[src/logic/light_conv_pkg.sv]
// constants, field layout and carrier types of the light conversion control block
// assumes a single 250 MHz clock and an AXI4-Lite register port
package light_conv_pkg;

  // timing
  localparam int unsigned CLK_PERIOD_NS = 4;
  localparam int unsigned NS_PER_MS     = 1_000_000;
  localparam int unsigned T_SHORT_MS    = 100;
  localparam int unsigned T_LONG_MS     = 800;
  localparam int unsigned CYC_SHORT     = T_SHORT_MS * NS_PER_MS / CLK_PERIOD_NS;
  localparam int unsigned CYC_LONG      = T_LONG_MS * NS_PER_MS / CLK_PERIOD_NS;

  // widths
  localparam int unsigned AXI_AW  = 12;
  localparam int unsigned AXI_DW  = 32;
  localparam int unsigned AXI_SW  = AXI_DW / 8;
  localparam int unsigned TMR_W   = 32;
  localparam int unsigned MANT_W  = 12;
  localparam int unsigned RANGE_W = 4;
  localparam int unsigned MODE_W  = 2;
  localparam int unsigned LOSS_W  = 2;
  localparam int unsigned IRQ_W   = 3;

  // register byte addresses
  localparam logic [AXI_AW-1:0] OFS_CONFIG   = 12'h000;
  localparam logic [AXI_AW-1:0] OFS_RESULT   = 12'h004;
  localparam logic [AXI_AW-1:0] OFS_STATUS   = 12'h008;
  localparam logic [AXI_AW-1:0] OFS_IRQ_STAT = 12'h00C;
  localparam logic [AXI_AW-1:0] OFS_IRQ_MASK = 12'h010;

  // field positions
  localparam int unsigned CFG_RANGE_LSB  = 12;
  localparam int unsigned CFG_CT_POS     = 11;
  localparam int unsigned CFG_MODE_LSB   = 9;
  localparam int unsigned CFG_OVF_POS    = 8;
  localparam int unsigned STAT_BUSY_POS  = 0;
  localparam int unsigned STAT_LOSS_LSB  = 4;
  localparam int unsigned STAT_RANGE_LSB = 8;
  localparam int unsigned MODE_CONT_BIT  = 1;
  localparam int unsigned IRQ_DONE       = 0;
  localparam int unsigned IRQ_OVF        = 1;
  localparam int unsigned IRQ_STEP       = 2;

  // field codes and reset values
  localparam logic [RANGE_W-1:0] RANGE_MIN      = 4'h0;
  localparam logic [RANGE_W-1:0] RANGE_ONE      = 4'h1;
  localparam logic [RANGE_W-1:0] RANGE_FULL_ABV = 4'h5;
  localparam logic [RANGE_W-1:0] RANGE_MAX      = 4'hB;
  localparam logic [RANGE_W-1:0] RANGE_AUTO     = 4'hC;
  localparam logic [RANGE_W-1:0] RANGE_RST      = 4'hC;
  localparam logic               CT_RST         = 1'h1;
  localparam logic [MODE_W-1:0]  MODE_SHUTDOWN  = 2'h0;
  localparam logic [MODE_W-1:0]  MODE_SINGLE    = 2'h1;
  localparam logic [LOSS_W-1:0]  LOSS_NONE      = 2'h0;
  localparam logic [LOSS_W-1:0]  LOSS_ONE       = 2'h1;
  localparam logic [LOSS_W-1:0]  LOSS_TWO       = 2'h2;
  localparam logic [LOSS_W-1:0]  LOSS_THREE     = 2'h3;
  localparam logic [1:0]         RESP_OKAY      = 2'h0;
  localparam logic [1:0]         RESP_SLVERR    = 2'h2;

  typedef enum logic {
    CONV_IDLE = 1'b0,
    CONV_RUN  = 1'b1
  } conv_state_t;

  typedef struct packed {
    logic               enable;
    logic [RANGE_W-1:0] range;
  } afe_ctrl_t;

  typedef struct packed {
    logic [RANGE_W-1:0] exponent;
    logic [MANT_W-1:0]  mantissa;
  } result_t;

endpackage

[src/logic/light_conversion_control.sv]
// conversion control of an ambient light sensor: mode, integration time,
// automatic range stepping and overflow flag, behind an AXI4-Lite slave
// assumes the analog front end reports overload and mantissa on ref_clk
//
// Overview of operation
// - integration_time_sel picks 100 ms (0) or 800 ms (1); resets to 1.
// - full resolution at 800 ms, or at 100 ms with range above 0101b.
// - at 100 ms: lose one bit at 0101b, two at 0100b-0001b, three at 0000b.
// - result word layout and LSB weight never depend on integration time.
// - mode resets to shutdown; front end stays off until another mode.
// - writing single-shot starts one conversion; mode reads 01b while running.
// - end of a single-shot conversion returns mode to shutdown by itself.
// - overrange_flag shows whether the last measurement overflowed.
// - manual range: a passing overload may set the flag anyway.
// - automatic range: flag at measurement end only for overload at the highest range.
// - automatic range overload below maximum: abort, step range up, restart.
// - each automatic step sets the flag once the step is done.
// - range_select 1100b means automatic; chosen range goes to the exponent.
`timescale 1ns/1ps
module light_conversion_control
  import light_conv_pkg::*;
#(
  parameter int unsigned CYC_SHORT_P = CYC_SHORT,
  parameter int unsigned CYC_LONG_P  = CYC_LONG
)
(
  input  wire logic              ref_clk,
  input  wire logic              rstn,
  input  wire logic              s_axi_awvalid,
  output logic                   s_axi_awready,
  input  wire logic [AXI_AW-1:0] s_axi_awaddr,
  input  wire logic              s_axi_wvalid,
  output logic                   s_axi_wready,
  input  wire logic [AXI_DW-1:0] s_axi_wdata,
  input  wire logic [AXI_SW-1:0] s_axi_wstrb,
  output logic                   s_axi_bvalid,
  input  wire logic              s_axi_bready,
  output logic [1:0]             s_axi_bresp,
  input  wire logic              s_axi_arvalid,
  output logic                   s_axi_arready,
  input  wire logic [AXI_AW-1:0] s_axi_araddr,
  output logic                   s_axi_rvalid,
  input  wire logic              s_axi_rready,
  output logic [AXI_DW-1:0]      s_axi_rdata,
  output logic [1:0]             s_axi_rresp,
  input  wire logic              adc_overload,
  input  wire logic [MANT_W-1:0] adc_mantissa,
  output afe_ctrl_t              afe,
  output logic                   irq
);

  localparam logic [TMR_W-1:0] LEN_SHORT = TMR_W'(CYC_SHORT_P);
  localparam logic [TMR_W-1:0] LEN_LONG  = TMR_W'(CYC_LONG_P);

  typedef struct packed {
    logic [RANGE_W-1:0] range_select;
    logic               integration_time_sel;
    logic [MODE_W-1:0]  mode;
    logic               overrange_flag;
    conv_state_t        conv;
    logic               run_ct;
    logic               run_auto;
    logic [RANGE_W-1:0] act_range;
    logic               ovf_seen;
    logic [LOSS_W-1:0]  res_loss;
    result_t            result;
    logic               t_start;
    logic               t_abort;
    logic [TMR_W-1:0]   t_len;
    logic [IRQ_W-1:0]   irq_st;
    logic [IRQ_W-1:0]   irq_mask;
    logic               irq;
    afe_ctrl_t          afe;
    logic               aw_rdy;
    logic               aw_have;
    logic [AXI_AW-1:0]  aw_addr;
    logic               w_rdy;
    logic               w_have;
    logic [AXI_DW-1:0]  w_data;
    logic [AXI_SW-1:0]  w_strb;
    logic               bvalid;
    logic [1:0]         bresp;
    logic               ar_rdy;
    logic               rvalid;
    logic [AXI_DW-1:0]  rdata;
    logic [1:0]         rresp;
  } ctl_state_t;

  ctl_state_t        q;
  ctl_state_t        d;
  logic              tmr_busy;
  logic              tmr_done;
  logic              wr_go;
  logic              cfg_wr;
  logic              ovl;
  logic              done_ok;
  logic              step_up;
  logic [AXI_DW-1:0] wdat;

  function automatic logic is_mapped(input logic [AXI_AW-1:0] addr);
    is_mapped = (addr == OFS_CONFIG) || (addr == OFS_RESULT) || (addr == OFS_STATUS)
             || (addr == OFS_IRQ_STAT) || (addr == OFS_IRQ_MASK);
  endfunction

  function automatic logic [AXI_DW-1:0] read_word(input logic [AXI_AW-1:0] addr,
                                                  input ctl_state_t s);
    logic [AXI_DW-1:0] w;
    w = '0;
    if (addr == OFS_CONFIG)
    begin
      w[CFG_RANGE_LSB +: RANGE_W] = s.range_select;
      w[CFG_CT_POS]               = s.integration_time_sel;
      w[CFG_MODE_LSB +: MODE_W]   = s.mode;
      w[CFG_OVF_POS]              = s.overrange_flag;
    end
    else if (addr == OFS_RESULT)
      w[RANGE_W+MANT_W-1:0] = s.result;
    else if (addr == OFS_STATUS)
    begin
      w[STAT_BUSY_POS]             = (s.conv == CONV_RUN);
      w[STAT_LOSS_LSB +: LOSS_W]   = s.res_loss;
      w[STAT_RANGE_LSB +: RANGE_W] = s.act_range;
    end
    else if (addr == OFS_IRQ_STAT)
      w[IRQ_W-1:0] = s.irq_st;
    else if (addr == OFS_IRQ_MASK)
      w[IRQ_W-1:0] = s.irq_mask;
    read_word = w;
  endfunction

  function automatic logic [AXI_DW-1:0] byte_merge(input logic [AXI_DW-1:0] old_w,
                                                   input logic [AXI_DW-1:0] new_w,
                                                   input logic [AXI_SW-1:0] strb);
    logic [AXI_DW-1:0] w;
    w = old_w;
    for (int i = 0; i < AXI_SW; i++)
      if (strb[i])
        w[i*8 +: 8] = new_w[i*8 +: 8];
    byte_merge = w;
  endfunction

  // effective resolution loss for a range and integration time
  function automatic logic [LOSS_W-1:0] res_loss_of(input logic [RANGE_W-1:0] rng,
                                                    input logic ct);
    if (ct || rng > RANGE_FULL_ABV)
      res_loss_of = LOSS_NONE;
    else if (rng == RANGE_FULL_ABV)
      res_loss_of = LOSS_ONE;
    else if (rng >= RANGE_ONE)
      res_loss_of = LOSS_TWO;
    else
      res_loss_of = LOSS_THREE;
  endfunction

  integration_timer #(
    .CNT_W (TMR_W)
  ) u_timer (
    .ref_clk (ref_clk),
    .rstn    (rstn),
    .start   (q.t_start),
    .abort   (q.t_abort),
    .length  (q.t_len),
    .busy    (tmr_busy),
    .done    (tmr_done)
  );

  // a stale done from an aborted window lands in the t_start cycle and is dropped
  assign wr_go   = q.aw_have && q.w_have && !q.bvalid;
  assign cfg_wr  = wr_go && (q.aw_addr == OFS_CONFIG);
  assign wdat    = byte_merge(read_word(q.aw_addr, q), q.w_data, q.w_strb);
  assign ovl     = adc_overload && (tmr_busy || tmr_done) && (q.conv == CONV_RUN)
                && !q.t_start;
  assign done_ok = tmr_done && (q.conv == CONV_RUN) && !q.t_start;
  assign step_up = ovl && q.run_auto && (q.act_range < RANGE_MAX);

  always_comb
  begin
    logic [IRQ_W-1:0] set;
    logic [IRQ_W-1:0] clr;
    set       = '0;
    clr       = '0;
    d         = q;
    d.t_start = 1'b0;
    d.t_abort = 1'b0;

    // write address and data are taken independently, response follows both
    if (q.aw_rdy && s_axi_awvalid)
    begin
      d.aw_have = 1'b1;
      d.aw_addr = s_axi_awaddr;
    end
    if (q.w_rdy && s_axi_wvalid)
    begin
      d.w_have = 1'b1;
      d.w_data = s_axi_wdata;
      d.w_strb = s_axi_wstrb;
    end
    if (q.bvalid && s_axi_bready)
      d.bvalid = 1'b0;
    if (wr_go)
    begin
      d.aw_have = 1'b0;
      d.w_have  = 1'b0;
      d.bvalid  = 1'b1;
      d.bresp   = is_mapped(q.aw_addr) ? RESP_OKAY : RESP_SLVERR;
    end
    if (wr_go && q.aw_addr == OFS_IRQ_STAT)
      clr = wdat[IRQ_W-1:0];
    if (wr_go && q.aw_addr == OFS_IRQ_MASK)
      d.irq_mask = wdat[IRQ_W-1:0];

    if (q.rvalid && s_axi_rready)
      d.rvalid = 1'b0;
    if (q.ar_rdy && s_axi_arvalid)
    begin
      d.rvalid = 1'b1;
      d.rdata  = read_word(s_axi_araddr, q);
      d.rresp  = is_mapped(s_axi_araddr) ? RESP_OKAY : RESP_SLVERR;
    end

    unique case (q.conv)
      CONV_IDLE:
      begin
        // shutdown stays idle; single and continuous both start a window
        if (q.mode != MODE_SHUTDOWN)
        begin
          d.conv      = CONV_RUN;
          d.run_ct    = q.integration_time_sel;
          d.run_auto  = (q.range_select == RANGE_AUTO);
          d.act_range = d.run_auto ? RANGE_MIN
                      : (q.range_select > RANGE_MAX ? RANGE_MAX : q.range_select);
          d.ovf_seen  = 1'b0;
          d.t_start   = 1'b1;
          d.t_len     = q.integration_time_sel ? LEN_LONG : LEN_SHORT;
          d.res_loss  = res_loss_of(d.act_range, d.run_ct);
        end
      end
      CONV_RUN:
      begin
        if (step_up)
        begin
          d.act_range      = q.act_range + RANGE_ONE;
          d.overrange_flag = 1'b1;
          d.ovf_seen       = 1'b0;
          d.t_start        = 1'b1;
          d.res_loss       = res_loss_of(d.act_range, q.run_ct);
          set[IRQ_STEP]    = 1'b1;
        end
        else
        begin
          // manual: any overload counts; auto: only reached at the top range
          if (ovl)
            d.ovf_seen = 1'b1;
          if (done_ok)
          begin
            d.result.exponent = q.act_range;
            d.result.mantissa = adc_mantissa;
            d.overrange_flag  = q.ovf_seen || ovl;
            d.conv            = CONV_IDLE;
            set[IRQ_DONE]     = 1'b1;
            set[IRQ_OVF]      = d.overrange_flag;
            if (q.mode == MODE_SINGLE)
              d.mode = MODE_SHUTDOWN;
          end
        end
      end
    endcase

    // host write comes last so it wins over the automatic mode clear
    if (cfg_wr)
    begin
      d.range_select         = wdat[CFG_RANGE_LSB +: RANGE_W];
      d.integration_time_sel = wdat[CFG_CT_POS];
      d.mode                 = wdat[CFG_MODE_LSB +: MODE_W];
      if (d.mode == MODE_SHUTDOWN && d.conv == CONV_RUN)
      begin
        d.conv    = CONV_IDLE;
        d.t_start = 1'b0;
        d.t_abort = 1'b1;
      end
    end

    // set wins over a simultaneous write-one clear
    d.irq_st     = (q.irq_st & ~clr) | set;
    d.irq        = |(d.irq_st & d.irq_mask);
    d.afe.enable = (d.conv == CONV_RUN);
    d.afe.range  = d.act_range;
    d.aw_rdy     = !d.aw_have && !d.bvalid;
    d.w_rdy      = !d.w_have && !d.bvalid;
    d.ar_rdy     = !d.rvalid;

    if (!rstn)
    begin
      d                      = '0;
      d.range_select         = RANGE_RST;
      d.integration_time_sel = CT_RST;
      d.mode                 = MODE_SHUTDOWN;
      d.aw_rdy               = 1'b1;
      d.w_rdy                = 1'b1;
      d.ar_rdy               = 1'b1;
    end
  end

  always_ff @(posedge ref_clk)
    q <= d;

  assign s_axi_awready = q.aw_rdy;
  assign s_axi_wready  = q.w_rdy;
  assign s_axi_bvalid  = q.bvalid;
  assign s_axi_bresp   = q.bresp;
  assign s_axi_arready = q.ar_rdy;
  assign s_axi_rvalid  = q.rvalid;
  assign s_axi_rdata   = q.rdata;
  assign s_axi_rresp   = q.rresp;
  assign afe           = q.afe;
  assign irq           = q.irq;
endmodule

[src/logic/integration_timer.sv]
// integration window counter: counts a loaded length, pulses done at its end
// assumes start and abort come from flip-flops on the same clock
`timescale 1ns/1ps
module integration_timer
  import light_conv_pkg::*;
#(
  parameter int unsigned CNT_W = TMR_W
)
(
  input  wire logic             ref_clk,
  input  wire logic             rstn,
  input  wire logic             start,
  input  wire logic             abort,
  input  wire logic [CNT_W-1:0] length,
  output logic                  busy,
  output logic                  done
);

  typedef struct packed {
    logic             busy;
    logic             done;
    logic [CNT_W-1:0] cnt;
  } tmr_state_t;

  tmr_state_t q;
  tmr_state_t d;

  always_comb
  begin
    d      = q;
    d.done = 1'b0;
    // restart wins over abort: a range step reloads a running window
    if (start)
    begin
      d.busy = 1'b1;
      d.cnt  = length - CNT_W'(1);
    end
    else if (abort)
      d.busy = 1'b0;
    else if (q.busy)
    begin
      if (q.cnt == '0)
      begin
        d.busy = 1'b0;
        d.done = 1'b1;
      end
      else
        d.cnt = q.cnt - CNT_W'(1);
    end
    if (!rstn)
      d = '0;
  end

  always_ff @(posedge ref_clk)
    q <= d;

  assign busy = q.busy;
  assign done = q.done;

endmodule

[config.mk]
export PLATFORM = sky130hd
export DESIGN_NAME = light_conversion_control
export DESIGN_NICKNAME = d
export VERILOG_FILES = /design/src/logic/light_conv_pkg.sv /design/src/logic/light_conversion_control.sv /design/src/logic/integration_timer.sv
export SDC_FILE = /design/constraint.sdc
export NUM_CORES = 1
export LEC_CHECK = 0
export BUFFER_PORTS_ARGS = -buffer_cell sky130_fd_sc_hd__buf_2
export CAP_MARGIN = 20
export CORE_MARGIN = 3
export CORE_UTILIZATION = 56
export DETAILED_ROUTE_END_ITERATION = 16
export GPL_TIMING_DRIVEN = 0
export PLACE_DENSITY = 0.87
export SKIP_CTS_REPAIR_TIMING = 1
export SYNTH_ARGS = -nofsm -noshare
export SYNTH_HDL_FRONTEND = slang
export SYNTH_SLANG_ARGS = --single-unit
[constraint.sdc]
create_clock -name ref_clk -period 3.24 [get_ports ref_clk]
set_clock_uncertainty 0.05 [all_clocks]
set_input_delay 0 -clock ref_clk [delete_from_list [all_inputs] [get_ports ref_clk]]
set_output_delay 0 -clock ref_clk [all_outputs]
set_load 0.02 [all_outputs]
==> summary.txt <==
Outcome - finished, violations left
Failing checks - negative hold slack
Net Sw Power - 1030 uW
Pwr Density - 477 nW/um2
Seq/Total Area, Yosys - 0.398
Clock Tree Buf Depth - 2
Lkg Pwr - 0.00330 uW
Total gr overflow - 0
Mapped Cells - 825
Antenna viol nets, final - 0
Sw Share - 0.264
Highest-count cells in the layout ignoring fill and taps - nand2_1 (134), dfxtp_1 (128), a21oi_1 (93)
Worst EP required - 3.49 ns
Fin crit share - 0.867
Most common cell after layout, fill and taps aside - nand2_1
Clk Latency, worst-skew pair - 0.43 ns
DRT Wirelength - 20000 um
GRT Total Usage - 0.272
Worst Setup Start Kind - flop
Worst slew pin tran - 0.716 ns
Total power - 3890 uW
Via count - 6933
CP max-delay cell - nor4b_1
Synth area leader - dfxtp_1
Mapped Avg Cell Area - 7.81 um2
Drt pass-1 iters - 6
Detail Placement HPWL - 12300 um
Floorplan row count - 38
CP Data Arrival Time - 3.06 ns
Total of max-cap violations - 0
Buf/Inv on CP - 3
Setup violators final - 0
Initial antenna violation count - 0
Vias per cell - 6.06
H-Tree Depth - 4
Area delta synth->final - 26.4%
Port Buf Inserts - 84
Setup TNS - 0 ns
Net count, final - 1078
Ys async rst share - 0
First-pass GRT wire length - 28300 um
Routability congestion estimate - 0.911
Most frequent CP cell - buf_2
Layout Utilization - 0.738
Worst-path cell chain - inv_1 -> ha_1 -> nor4b_1 -> nand4bb_1 -> buf_2 -> nor3_2 -> a21oi_2 -> buf_2 -> a211oi_1 -> nor2_1
Synth top area share - 0.398
Crit path max-delay family - simple AND/OR/NAND/NOR gates
Yosys Warn Count - 0
Core Region - 11000 um2
Root buf cell - clkbuf_16
CTS Sinks - 128
CTS tree - yes
Smallest hold slack - -0.0109 ns
Gate power share - 0.098
# diodes - 0
EDFF count, synth - 0
Num CTS Buffers - 17
Final hold vios - 2
P_int - 2860 uW
Largest net degree at the start of global routing - 17
Die Footprint - 12800 um2
Crit path largest cell delay - 0.54 ns
DRC - 0
Slew Limit Fails - 0
Primary FF master, synth - dfxtp_1
Initial DRC count - 742
I/O pin count - 127
Clock share of power - 0.479
RSZ-0062 raised after global routing - no
Initial Util - 0.584
Critical path class - flop to flop
Sequential power share - 0.423
Vias in the first global route - 5863
Share of layout cells above drive strength 1 - 0.182
Post-Syn Area - 6440 um2
Worst-path fanout max - 10
Clk slew on worst S/H paths - 0.06 ns
F_max - 356 MHz
Die Y - 113 um
Yosys cell types - 77
Nature of the critical path endpoint - flop
Relative slew margins - 0.516
Yosys reg bits - 128
Worst min-delay path class - input pin to flop
Top post-synthesis cells by area - dfxtp_1 (40%), nand2_1 (7.8%), a21oi_1 (7.2%), buf_4 (4.8%), nor2_1 (4.1%)
Die width - 113 um
Wire per inst - 17.4 um
Fin crit period - 2.81 ns
Peak VDD IR - 452 uV
[Yosys cell counts, drive strengths merged (3+ instances only)]
cell,n
xor2,12
nand2b,4
and3,12
o21ai,33
a22oi,4
ha,6
a21o,3
mux2,4
a21oi,94
a31oi,15
mux2i,3
o22ai,5
nor2b,8
nor2,72
o211ai,9
nor3b,5
nand3b,6
nand2,134
nor3,24
or4,3
a32oi,3
or2,4
buf,45
nand4,6
o21a,3
and2,8
inv,19
nor4,18
clkbuf,43
nand3,33
o31a,5
o211a,3
a221oi,9
a211oi,9
dfxtp,128
[flip-flops by register name (all words and copies together) (netlist names)]
signal and count:
q 65, u_timer.q 32, s_axi_rdata 16, afe 5, irq 1, s_axi_arready 1
s_axi_awready 1, s_axi_bresp 1, s_axi_bvalid 1, s_axi_rresp 1, s_axi_rvalid 1, s_axi_wready 1
u_timer.busy 1, u_timer.done 1
[path summary, 6_finish.rpt]
kind	from	end	slack (ns)	cells after the start
worst min-delay path	adc_overload	q[163]	-0.01	5
worst min register to register	s_axi_rdata[3]	s_axi_rdata[3]	0.41	2
worst max-delay path	u_timer.q[0]	u_timer.q[13]	0.43	10
worst max register to register	u_timer.q[0]	u_timer.q[13]	0.43	10
[through the flow]
stage | cell area (um2) | setup WS, ns | std cells
detailed placement | 7100 | 0.562 | 1066
finish | 8140 | 0.431 | 1145
global placement | 7100 | 0.596 | 1066
floorplan | 6500 | 0.966 | 842
CTS | 7670 | 0.495 | 1098
global route | 8140 | 0.252 | 1145
[kinds of logic (layout without fill, tap and decap cells)]
logic type      count (synthesis)  count (layout)  share of synthesized area
flops                         128             128                      0.398
other cells                     1              18                   0.000582
mux                             7               7                     0.0117
compound gates                215             215                      0.208
buf+inv                       107             270                     0.0868
xor+xnor                       13              13                     0.0177
simple gates                  348             348                      0.266
fa+ha+maj                       6               6                     0.0117
[per-layer routing]
layer,share of wire,track usage,up-vias
met1,0.40,0.368,3173
met5,0,0,-
met3,0.098,0.0540,75
met2,0.47,0.427,457
li1,-,-,3228
met4,0.031,0.108,0
[power by group through the flow]
stage	Clock, uW	Sequential [uW]	Combinational [uW]
2_1_floorplan	0	1670	210
3_3_place_gp	0	1670	309
3_5_place_dp	0	1670	313
4_1_cts	1850	1640	317
5_1_grt	1920	1650	411
6_report	1860	1640	382
[tightest hold or removal path: stages]
cell	delay, ns
buf_2	0.12
nor2_1	0.08
nand2_1	0.05
o21ai_0	0.07
a21oi_1	0.08
[final cells by class]
class | instances | area, um2
plain buffers | 88 | 488
well taps | 140 | 175
fillers | 772 | 2890
multi-input cells | 607 | 3380
clock inverters | 14 | 133
repair buffers | 131 | 891
inverters | 19 | 71.3
clock buffers | 18 | 439
flip-flops and latches | 128 | 2560
No activity file was read; power rests on OpenSTA's default activity.
